[config.mk]
export PLATFORM = sky130hd
export DESIGN_NAME = freq_source_config_regs
export DESIGN_NICKNAME = d
export VERILOG_FILES = /design/src/inc/freq_cfg_pkg.sv /design/src/verilog/freq_source_config_regs.sv
export SDC_FILE = /design/constraint.sdc
export NUM_CORES = 1
export LEC_CHECK = 0
export ABC_CLOCK_PERIOD_IN_PS = 7500
export BUFFER_PORTS_ARGS = -buffer_cell sky130_fd_sc_hd__buf_2
export CORE_MARGIN = 2
export CORE_UTILIZATION = 46
export DETAILED_ROUTE_END_ITERATION = 10
export PLACE_DENSITY_LB_ADDON = 0.15
export SYNTH_ARGS = -nofsm -noshare
export SYNTH_HDL_FRONTEND = slang
export SYNTH_SLANG_ARGS = --single-unit
[constraint.sdc]
create_clock -name clk -period 7.5 [get_ports clk]
set_input_delay 1.125 -clock clk [delete_from_list [all_inputs] [get_ports clk]]
set_output_delay 1.125 -clock clk [all_outputs]
set_load 0.01 [all_outputs]
[src/inc/freq_cfg_pkg.sv]
// Operation
// - Frequency source code: 0 pot, 1 terminal, 2 preset, 3 network, 10 calculated.
// - Run command source code: 1 terminal, 2 keypad run key, 3 network.
// - Motor 1 base frequency in hertz, 30 up to motor 1 maximum.
// - Motor 2 base frequency in hertz, 30 up to motor 2 maximum.
// - Motor 1 maximum frequency in hertz, base up to 400.
// - Motor 2 maximum frequency in hertz, base up to 400.
// - Analog select code 0, 2, 3, 4 or 5 picks the active input.
// - Range start frequency 0 to 4000 in 0.1 Hz steps.
// - Range end frequency 0 to 4000 in 0.1 Hz steps.
// - Range start offset 0 to 100 percent.
// - Range end offset 0 to 100 percent.
// - Below range start: code 0 gives start frequency, code 1 gives zero.
// - Average 1 to 16 samples; 17 averages 16 with deadband.
package freq_cfg_pkg;
  // ----------------------------------------
  // Register offsets
  // ----------------------------------------
  localparam logic [15:0] ADDR_FREQ_SRC = 16'h1019;
  localparam logic [15:0] ADDR_RUN_SRC = 16'h101a;
  localparam logic [15:0] ADDR_BASE_M1 = 16'h101b;
  localparam logic [15:0] ADDR_MAX_M1 = 16'h101c;
  localparam logic [15:0] ADDR_AIN_SEL = 16'h101d;
  localparam logic [15:0] ADDR_RNG_START_F = 16'h1020;
  localparam logic [15:0] ADDR_RNG_END_F = 16'h1022;
  localparam logic [15:0] ADDR_RNG_START_O = 16'h1023;
  localparam logic [15:0] ADDR_RNG_END_O = 16'h1024;
  localparam logic [15:0] ADDR_START_BEH = 16'h1025;
  localparam logic [15:0] ADDR_AVG = 16'h1026;
  localparam logic [15:0] ADDR_BASE_M2 = 16'h150c;
  localparam logic [15:0] ADDR_MAX_M2 = 16'h150d;
  // ----------------------------------------
  // Limits and codes
  // ----------------------------------------
  localparam logic [15:0] BASE_MIN_HZ = 16'h001e;
  localparam logic [15:0] MAX_LIMIT_HZ = 16'h0190;
  localparam logic [15:0] FREQ_LIMIT_DHZ = 16'h0fa0;
  localparam logic [15:0] PCT_LIMIT = 16'h0064;
  localparam logic [15:0] FSRC_CALC = 16'h000a;
  localparam logic [15:0] FSRC_LAST = 16'h0003;
  localparam logic [15:0] RSRC_FIRST = 16'h0001;
  localparam logic [15:0] RSRC_LAST = 16'h0003;
  localparam logic [15:0] AIN_SWITCH = 16'h0000;
  localparam logic [15:0] AIN_FIRST_PAIR = 16'h0002;
  localparam logic [15:0] AIN_LAST = 16'h0005;
  localparam logic [15:0] BEH_LAST = 16'h0001;
  localparam logic [15:0] AVG_MIN = 16'h0001;
  localparam logic [15:0] AVG_MAX = 16'h0011;
  localparam logic [15:0] AVG_DEADBAND = 16'h0011;
  localparam logic [4:0] AVG_FULL = 5'h10;
  // ----------------------------------------
  // Reset values (neutral, in range)
  // ----------------------------------------
  localparam logic [15:0] RST_FREQ_SRC = 16'h0000;
  localparam logic [15:0] RST_RUN_SRC = 16'h0001;
  localparam logic [15:0] RST_BASE = 16'h0032;
  localparam logic [15:0] RST_MAX = 16'h0032;
  localparam logic [15:0] RST_AIN_SEL = 16'h0000;
  localparam logic [15:0] RST_ZERO = 16'h0000;
  localparam logic [15:0] RST_END_PCT = 16'h0064;
  localparam logic [15:0] RST_AVG = 16'h0008;
endpackage : freq_cfg_pkg

[src/verilog/freq_source_config_regs.sv]
`timescale 1ns/1ps
module freq_source_config_regs
  import freq_cfg_pkg::*;
(
  input wire logic clk,
  input wire logic resetn,
  input wire logic reg_wr,
  input wire logic reg_rd,
  input wire logic [15:0] reg_addr,
  input wire logic [15:0] reg_wdata,
  output logic [15:0] reg_rdata,
  output logic reg_ack,
  output logic reg_err,
  output logic [3:0] freq_source_sel,
  output logic [1:0] run_source_sel,
  output logic [8:0] base_hz_m1,
  output logic [8:0] max_hz_m1,
  output logic [8:0] base_hz_m2,
  output logic [8:0] max_hz_m2,
  output logic [2:0] analog_input_sel,
  output logic [11:0] range_start_dhz,
  output logic [11:0] range_end_dhz,
  output logic [6:0] range_start_pct,
  output logic [6:0] range_end_pct,
  output logic below_start_zero,
  output logic [4:0] avg_sample_count,
  output logic avg_deadband_en
);
  // ----------------------------------------
  // Storage
  // ----------------------------------------
  logic [15:0] freq_src_r;
  logic [15:0] run_src_r;
  logic [15:0] base_m1_r;
  logic [15:0] max_m1_r;
  logic [15:0] base_m2_r;
  logic [15:0] max_m2_r;
  logic [15:0] ain_sel_r;
  logic [15:0] rng_start_f_r;
  logic [15:0] rng_end_f_r;
  logic [15:0] rng_start_o_r;
  logic [15:0] rng_end_o_r;
  logic [15:0] start_beh_r;
  logic [15:0] avg_r;
  logic [15:0] rdata_nxt;
  logic hit;
  logic ok;
  logic [15:0] v;
  logic wr_take;

  assign v = reg_wdata;

  // ----------------------------------------
  // Write qualification
  // ----------------------------------------
  // A rejected value or an unmapped address leaves every register as it was
  assign wr_take = reg_wr && hit && ok;

  // ----------------------------------------
  // Decode and range check
  // ----------------------------------------
  always_comb begin
    hit = 1'b1;
    ok = 1'b0;
    rdata_nxt = 16'h0000;
    case (reg_addr)
      ADDR_FREQ_SRC: begin
        rdata_nxt = freq_src_r;
        ok = (v <= FSRC_LAST) || (v == FSRC_CALC);
      end
      ADDR_RUN_SRC: begin
        rdata_nxt = run_src_r;
        ok = (v >= RSRC_FIRST) && (v <= RSRC_LAST);
      end
      ADDR_BASE_M1: begin
        rdata_nxt = base_m1_r;
        ok = (v >= BASE_MIN_HZ) && (v <= max_m1_r);
      end
      ADDR_MAX_M1: begin
        rdata_nxt = max_m1_r;
        ok = (v >= base_m1_r) && (v <= MAX_LIMIT_HZ);
      end
      ADDR_BASE_M2: begin
        rdata_nxt = base_m2_r;
        ok = (v >= BASE_MIN_HZ) && (v <= max_m2_r);
      end
      ADDR_MAX_M2: begin
        rdata_nxt = max_m2_r;
        ok = (v >= base_m2_r) && (v <= MAX_LIMIT_HZ);
      end
      ADDR_AIN_SEL: begin
        rdata_nxt = ain_sel_r;
        ok = (v == AIN_SWITCH) || ((v >= AIN_FIRST_PAIR) && (v <= AIN_LAST));
      end
      ADDR_RNG_START_F: begin
        rdata_nxt = rng_start_f_r;
        ok = (v <= FREQ_LIMIT_DHZ);
      end
      ADDR_RNG_END_F: begin
        rdata_nxt = rng_end_f_r;
        ok = (v <= FREQ_LIMIT_DHZ);
      end
      ADDR_RNG_START_O: begin
        rdata_nxt = rng_start_o_r;
        ok = (v <= PCT_LIMIT);
      end
      ADDR_RNG_END_O: begin
        rdata_nxt = rng_end_o_r;
        ok = (v <= PCT_LIMIT);
      end
      ADDR_START_BEH: begin
        rdata_nxt = start_beh_r;
        ok = (v <= BEH_LAST);
      end
      ADDR_AVG: begin
        rdata_nxt = avg_r;
        ok = (v >= AVG_MIN) && (v <= AVG_MAX);
      end
      default: begin
        hit = 1'b0;
      end
    endcase
  end

  // ----------------------------------------
  // Source selection
  // ----------------------------------------
  // Each register only moves on a legal write to its own address
  always_ff @(posedge clk) begin
    if (!resetn) begin
      freq_src_r <= RST_FREQ_SRC;
    end else if (wr_take && (reg_addr == ADDR_FREQ_SRC)) begin
      freq_src_r <= v;
    end
  end

  // Code 0 is refused, so the run source is never left unset
  always_ff @(posedge clk) begin
    if (!resetn) begin
      run_src_r <= RST_RUN_SRC;
    end else if (wr_take && (reg_addr == ADDR_RUN_SRC)) begin
      run_src_r <= v;
    end
  end

  // ----------------------------------------
  // Motor frequency limits
  // ----------------------------------------
  // Base and maximum check each other, so raise the maximum first
  always_ff @(posedge clk) begin
    if (!resetn) begin
      base_m1_r <= RST_BASE;
    end else if (wr_take && (reg_addr == ADDR_BASE_M1)) begin
      base_m1_r <= v;
    end
  end

  always_ff @(posedge clk) begin
    if (!resetn) begin
      max_m1_r <= RST_MAX;
    end else if (wr_take && (reg_addr == ADDR_MAX_M1)) begin
      max_m1_r <= v;
    end
  end

  // The second motor keeps its own pair, checked the same way
  always_ff @(posedge clk) begin
    if (!resetn) begin
      base_m2_r <= RST_BASE;
    end else if (wr_take && (reg_addr == ADDR_BASE_M2)) begin
      base_m2_r <= v;
    end
  end

  always_ff @(posedge clk) begin
    if (!resetn) begin
      max_m2_r <= RST_MAX;
    end else if (wr_take && (reg_addr == ADDR_MAX_M2)) begin
      max_m2_r <= v;
    end
  end

  // ----------------------------------------
  // Analog input mapping
  // ----------------------------------------
  // Start and end points are not cross-checked; their order is the user's
  always_ff @(posedge clk) begin
    if (!resetn) begin
      ain_sel_r <= RST_AIN_SEL;
    end else if (wr_take && (reg_addr == ADDR_AIN_SEL)) begin
      ain_sel_r <= v;
    end
  end

  always_ff @(posedge clk) begin
    if (!resetn) begin
      rng_start_f_r <= RST_ZERO;
    end else if (wr_take && (reg_addr == ADDR_RNG_START_F)) begin
      rng_start_f_r <= v;
    end
  end

  always_ff @(posedge clk) begin
    if (!resetn) begin
      rng_end_f_r <= RST_ZERO;
    end else if (wr_take && (reg_addr == ADDR_RNG_END_F)) begin
      rng_end_f_r <= v;
    end
  end

  always_ff @(posedge clk) begin
    if (!resetn) begin
      rng_start_o_r <= RST_ZERO;
    end else if (wr_take && (reg_addr == ADDR_RNG_START_O)) begin
      rng_start_o_r <= v;
    end
  end

  always_ff @(posedge clk) begin
    if (!resetn) begin
      rng_end_o_r <= RST_END_PCT;
    end else if (wr_take && (reg_addr == ADDR_RNG_END_O)) begin
      rng_end_o_r <= v;
    end
  end

  always_ff @(posedge clk) begin
    if (!resetn) begin
      start_beh_r <= RST_ZERO;
    end else if (wr_take && (reg_addr == ADDR_START_BEH)) begin
      start_beh_r <= v;
    end
  end

  // ----------------------------------------
  // Input averaging
  // ----------------------------------------
  // Setting 0 and anything past 17 are refused
  always_ff @(posedge clk) begin
    if (!resetn) begin
      avg_r <= RST_AVG;
    end else if (wr_take && (reg_addr == ADDR_AVG)) begin
      avg_r <= v;
    end
  end

  // Decoded at write time so both outputs leave straight from flops
  always_ff @(posedge clk) begin
    if (!resetn) begin
      avg_deadband_en <= (RST_AVG == AVG_DEADBAND);
      avg_sample_count <= (RST_AVG == AVG_DEADBAND) ? AVG_FULL : RST_AVG[4:0];
    end else if (wr_take && (reg_addr == ADDR_AVG)) begin
      avg_deadband_en <= (v == AVG_DEADBAND);
      avg_sample_count <= (v == AVG_DEADBAND) ? AVG_FULL : v[4:0];
    end
  end

  // ----------------------------------------
  // Response
  // ----------------------------------------
  // One pulse per request, whatever the outcome
  always_ff @(posedge clk) begin
    if (!resetn) begin
      reg_ack <= 1'b0;
    end else begin
      reg_ack <= reg_wr || reg_rd;
    end
  end

  // Error covers both unmapped address and a rejected write value
  always_ff @(posedge clk) begin
    if (!resetn) begin
      reg_err <= 1'b0;
    end else begin
      reg_err <= (reg_wr || reg_rd) && (!hit || (reg_wr && !ok));
    end
  end

  // Read data holds between reads, so a slow master can fetch it late
  always_ff @(posedge clk) begin
    if (!resetn) begin
      reg_rdata <= RST_ZERO;
    end else if (reg_rd) begin
      reg_rdata <= rdata_nxt;
    end
  end

  // ----------------------------------------
  // Configuration outputs
  // ----------------------------------------
  // Stored words are range checked, so the dropped upper bits are zero
  assign freq_source_sel = freq_src_r[3:0];
  assign run_source_sel = run_src_r[1:0];
  assign base_hz_m1 = base_m1_r[8:0];
  assign base_hz_m2 = base_m2_r[8:0];
  assign max_hz_m1 = max_m1_r[8:0];
  assign max_hz_m2 = max_m2_r[8:0];
  assign analog_input_sel = ain_sel_r[2:0];
  assign range_start_dhz = rng_start_f_r[11:0];
  assign range_end_dhz = rng_end_f_r[11:0];
  assign range_start_pct = rng_start_o_r[6:0];
  assign range_end_pct = rng_end_o_r[6:0];
  assign below_start_zero = start_beh_r[0];
endmodule : freq_source_config_regs
==> impl_metrics.json <==
{
  "yosys_most_used_dff": "dfxtp_1",
  "hold_viol_final": 0,
  "cap_viol_max_count": 0,
  "syn_area_mm2": 0.0114,
  "finalSetupTns_ns": 0,
  "die_area_mm2": 0.0260,
  "max_slew.worst_pin.slew_ns": 1.03,
  "final_cell_mix": "dfxtp_1, buf_2, nand2_1, and3_1, mux2i_1",
  "synth_fa_ha_area_frac": 0.0705,
  "finalWorstPathRequiredPeriod_ns": 3.97,
  "outcome": "completed",
  "max_freq_ghz": 0.252,
  "worst-path-max-fanout": 16,
  "r2r_slack_ns": 4.11,
  "clock_power_share": 0.456,
  "clk_pin_slew_ns": 0.06,
  "ys_ff_latch": 232,
  "ys_warn_count": 0,
  "pwr_density_cell_mw_per_mm2": 204,
  "r2r_cells": 9,
  "post_drt_via_cell_ratio": 5.85,
  "rsz0062_at_grt": "false",
  "cts_setup_buffers": 0,
  "max_slew_margin": 0.306,
  "wire_per_inst_um": 22.1,
  "drv_slew": 0,
  "start_util": 0.468,
  "dp_hpwl_um": 24800,
  "nNetsFinal": 1360,
  "grt_pass1_vias": 8793,
  "peakVddDrop_mv": 0.151,
  "setup_viol": 0,
  "area_growth_syn_to_layout_pct": 9.72,
  "ys_seq_area_frac": 0.409,
  "place.gp.congestion": 0.903,
  "switching_power_uw": 609,
  "combPwrFrac": 0.057,
  "io_pins": 144,
  "r2r-end": "max_m1_r[3]",
  "timing.rr.start": "base_m1_r[2]",
  "first_iter_violations": 788,
  "drive_gt1_frac": 0.172,
  "cts_repair_resize_count": 0,
  "p_leak_uw": 0.00576,
  "ant_nets": 0,
  "cp-start-kind": "input port",
  "vias": 9373,
  "grt_start_max_net_pins": 128,
  "yosysUniqueCellTypes": 65,
  "synthMuxAreaShare": 0.0822,
  "ctsHoldBuffers": 0,
  "gr-total-overflow": 0,
  "synth_top_family_by_area": "simple AND/OR/NAND/NOR gates",
  "antenna_cells": 0,
  "rows": 57,
  "swShare": 0.239,
  "synthXorXnorAreaFrac": 0.000771,
  "drt_pass1_iterations": 5,
  "grt_usage": 0.266,
  "whs_endpoint": "avg_sample_count[1]",
  "insertion_delay_ns": 0.53,
  "hp-class": "reg2reg",
  "coreArea_mm2": 0.0242,
  "syn-num-nets": 1333,
  "htreeDepth": 1,
  "skew_ns": 0.0145,
  "drt_wl_total_um": 35400,
  "synth_compound_area_frac": 0.138,
  "synth-edff-count": 0,
  "fin_util": 0.514,
  "die_x_um": 161,
  "final_common_cell": "dfxtp_1",
  "antenna_found_initial": 0,
  "async_flop_share": 0,
  "portBuffers": 143,
  "cp.arrival_ns": 4.37,
  "synth_cells": 1233,
  "drc_errors": 0,
  "clock_sinks": 232,
  "min_path_cells": 2,
  "worstSetupPathType": "in2reg",
  "critical_path_required_ns": 7.90,
  "hold_path_startpoint": "avg_sample_count[1]",
  "critPathCaptureType": "flip-flop",
  "avgSynthCellArea_um2": 9.21,
  "clock-root-buffer": "clkbuf_16",
  "yosys.area_share.simple": 0.195,
  "cts_buffers": 25,
  "intPower_uw": 1940,
  "power.share.sequential": 0.487,
  "grt_pass1_wl_um": 53500,
  "period_share": 0.529,
  "die_h_um": 161,
  "cts_tree": "built",
  "clk_path_buf_depth": 3
}
-- worst max-delay path, cell delays in order --
cell	delay, ns
buf_2	0.15
nor4_1	0.89
o2111ai_1	0.22
a311oi_1	0.32
a41oi_1	0.10
o211ai_2	0.26
nand3_1	0.80
and3_1	0.50
-- worst max path at each step --
stage,from,to,cells after the start
5_1_grt,reg_wdata[12],rng_start_o_r[14],8
6_report,reg_wdata[12],rng_start_o_r[13],8
3_5_place_dp,reg_addr[9],max_m2_r[13],7
2_1_floorplan,reg_wdata[0],max_m2_r[14],12
3_3_place_gp,reg_addr[9],max_m2_r[9],7
4_1_cts,reg_addr[9],max_m2_r[15],7
-- state kept, by name (all words and copies together) (netlist names), 5 cells and up --
name and cells:
base_m2_r 16, max_m2_r 16, avg_r 16, rng_end_f_r 16
rng_start_f_r 16, freq_src_r 16, max_m1_r 16, rng_start_o_r 16
base_m1_r 16, avg_sample_count 5, reg_rdata 16, ain_sel_r 16
run_src_r 16, start_beh_r 16, rng_end_o_r 16
-- synth_stat cells, types with 3 or more instances --
| cell | count | share of area |
|---|---|---|
| dfxtp_1 | 232 | 0.41 |
| nand2_1 | 125 | 0.041 |
| and3_1 | 124 | 0.068 |
| mux2i_1 | 91 | 0.080 |
| buf_4 | 84 | 0.056 |
| inv_1 | 66 | 0.022 |
| ha_1 | 64 | 0.071 |
| clkbuf_1 | 60 | 0.020 |
| o21ai_0 | 37 | 0.016 |
| a22oi_1 | 34 | 0.022 |
| a221oi_1 | 32 | 0.025 |
| nand3_1 | 30 | 0.013 |
| a21oi_1 | 27 | 0.012 |
| nor2b_1 | 27 | 0.015 |
| nor2_1 | 24 | 0.0079 |
| a31oi_1 | 17 | 0.0094 |
| a222oi_1 | 16 | 0.014 |
| a22o_1 | 15 | 0.012 |
| nand4_1 | 15 | 0.0083 |
| buf_2 | 11 | 0.0048 |
| nor3_1 | 11 | 0.0048 |
| nor3b_1 | 7 | 0.0046 |
| nor4_1 | 7 | 0.0039 |
| nand2b_1 | 6 | 0.0033 |
| a211o_1 | 4 | 0.0031 |
| a211oi_1 | 4 | 0.0026 |
| a21o_1 | 4 | 0.0026 |
| nor3_2 | 4 | 0.0035 |
| and4_1 | 3 | 0.0023 |
| o2111ai_1 | 3 | 0.0023 |
| o211ai_1 | 3 | 0.0020 |
| or3_1 | 3 | 0.0017 |
| or4_1 | 3 | 0.0020 |
-- cell type report --
cell class                 instances  area (µm²)
inverter                          66         248
clock buffer                      34         699
tap                              324         405
timing repair buffer             158         835
multi-input combinational        777        5560
clock inverter                    10        65.1
fill                            2289       11800
sequential                       232        4640
-- power groups by stage --
stage | registers (µW) | clock network, µW | logic (µW)
3_5_place_dp | 1270 | 0 | 143
3_3_place_gp | 1270 | 0 | 143
4_1_cts | 1240 | 1180 | 144
2_1_floorplan | 1270 | 0 | 83.1
6_report | 1240 | 1160 | 146
5_1_grt | 1240 | 1230 | 160
-- metrics by stage --
step	setup slack, ns	hold WS, ns	area (µm²)	cells	total power, µW
after floorplan	4.14	0.438	11400	1233	1350
after global placement	3.13	0.446	11700	1557	1410
after detailed placement	3.07	0.449	11700	1557	1410
after CTS	3.61	0.463	12500	1601	2560
after global routing	3.29	0.475	12500	1601	2630
final	3.53	0.460	12500	1601	2550
-- metal layers --
metal  part of all wire  track usage
met3              0.064       0.0313
met5                  0            0
met4              0.037        0.104
met2               0.45        0.424
met1               0.45        0.369
-- cells by family after synthesis --
family | after synthesis
multiplexers | 93
buffers and inverters | 224
flip-flops | 232
AND/OR/NAND/NOR | 405
adder cells (fa/ha/maj) | 64
XOR/XNOR | 1
AO/OA/AOI/OAI | 214
Power figures use the tool's default switching activity.
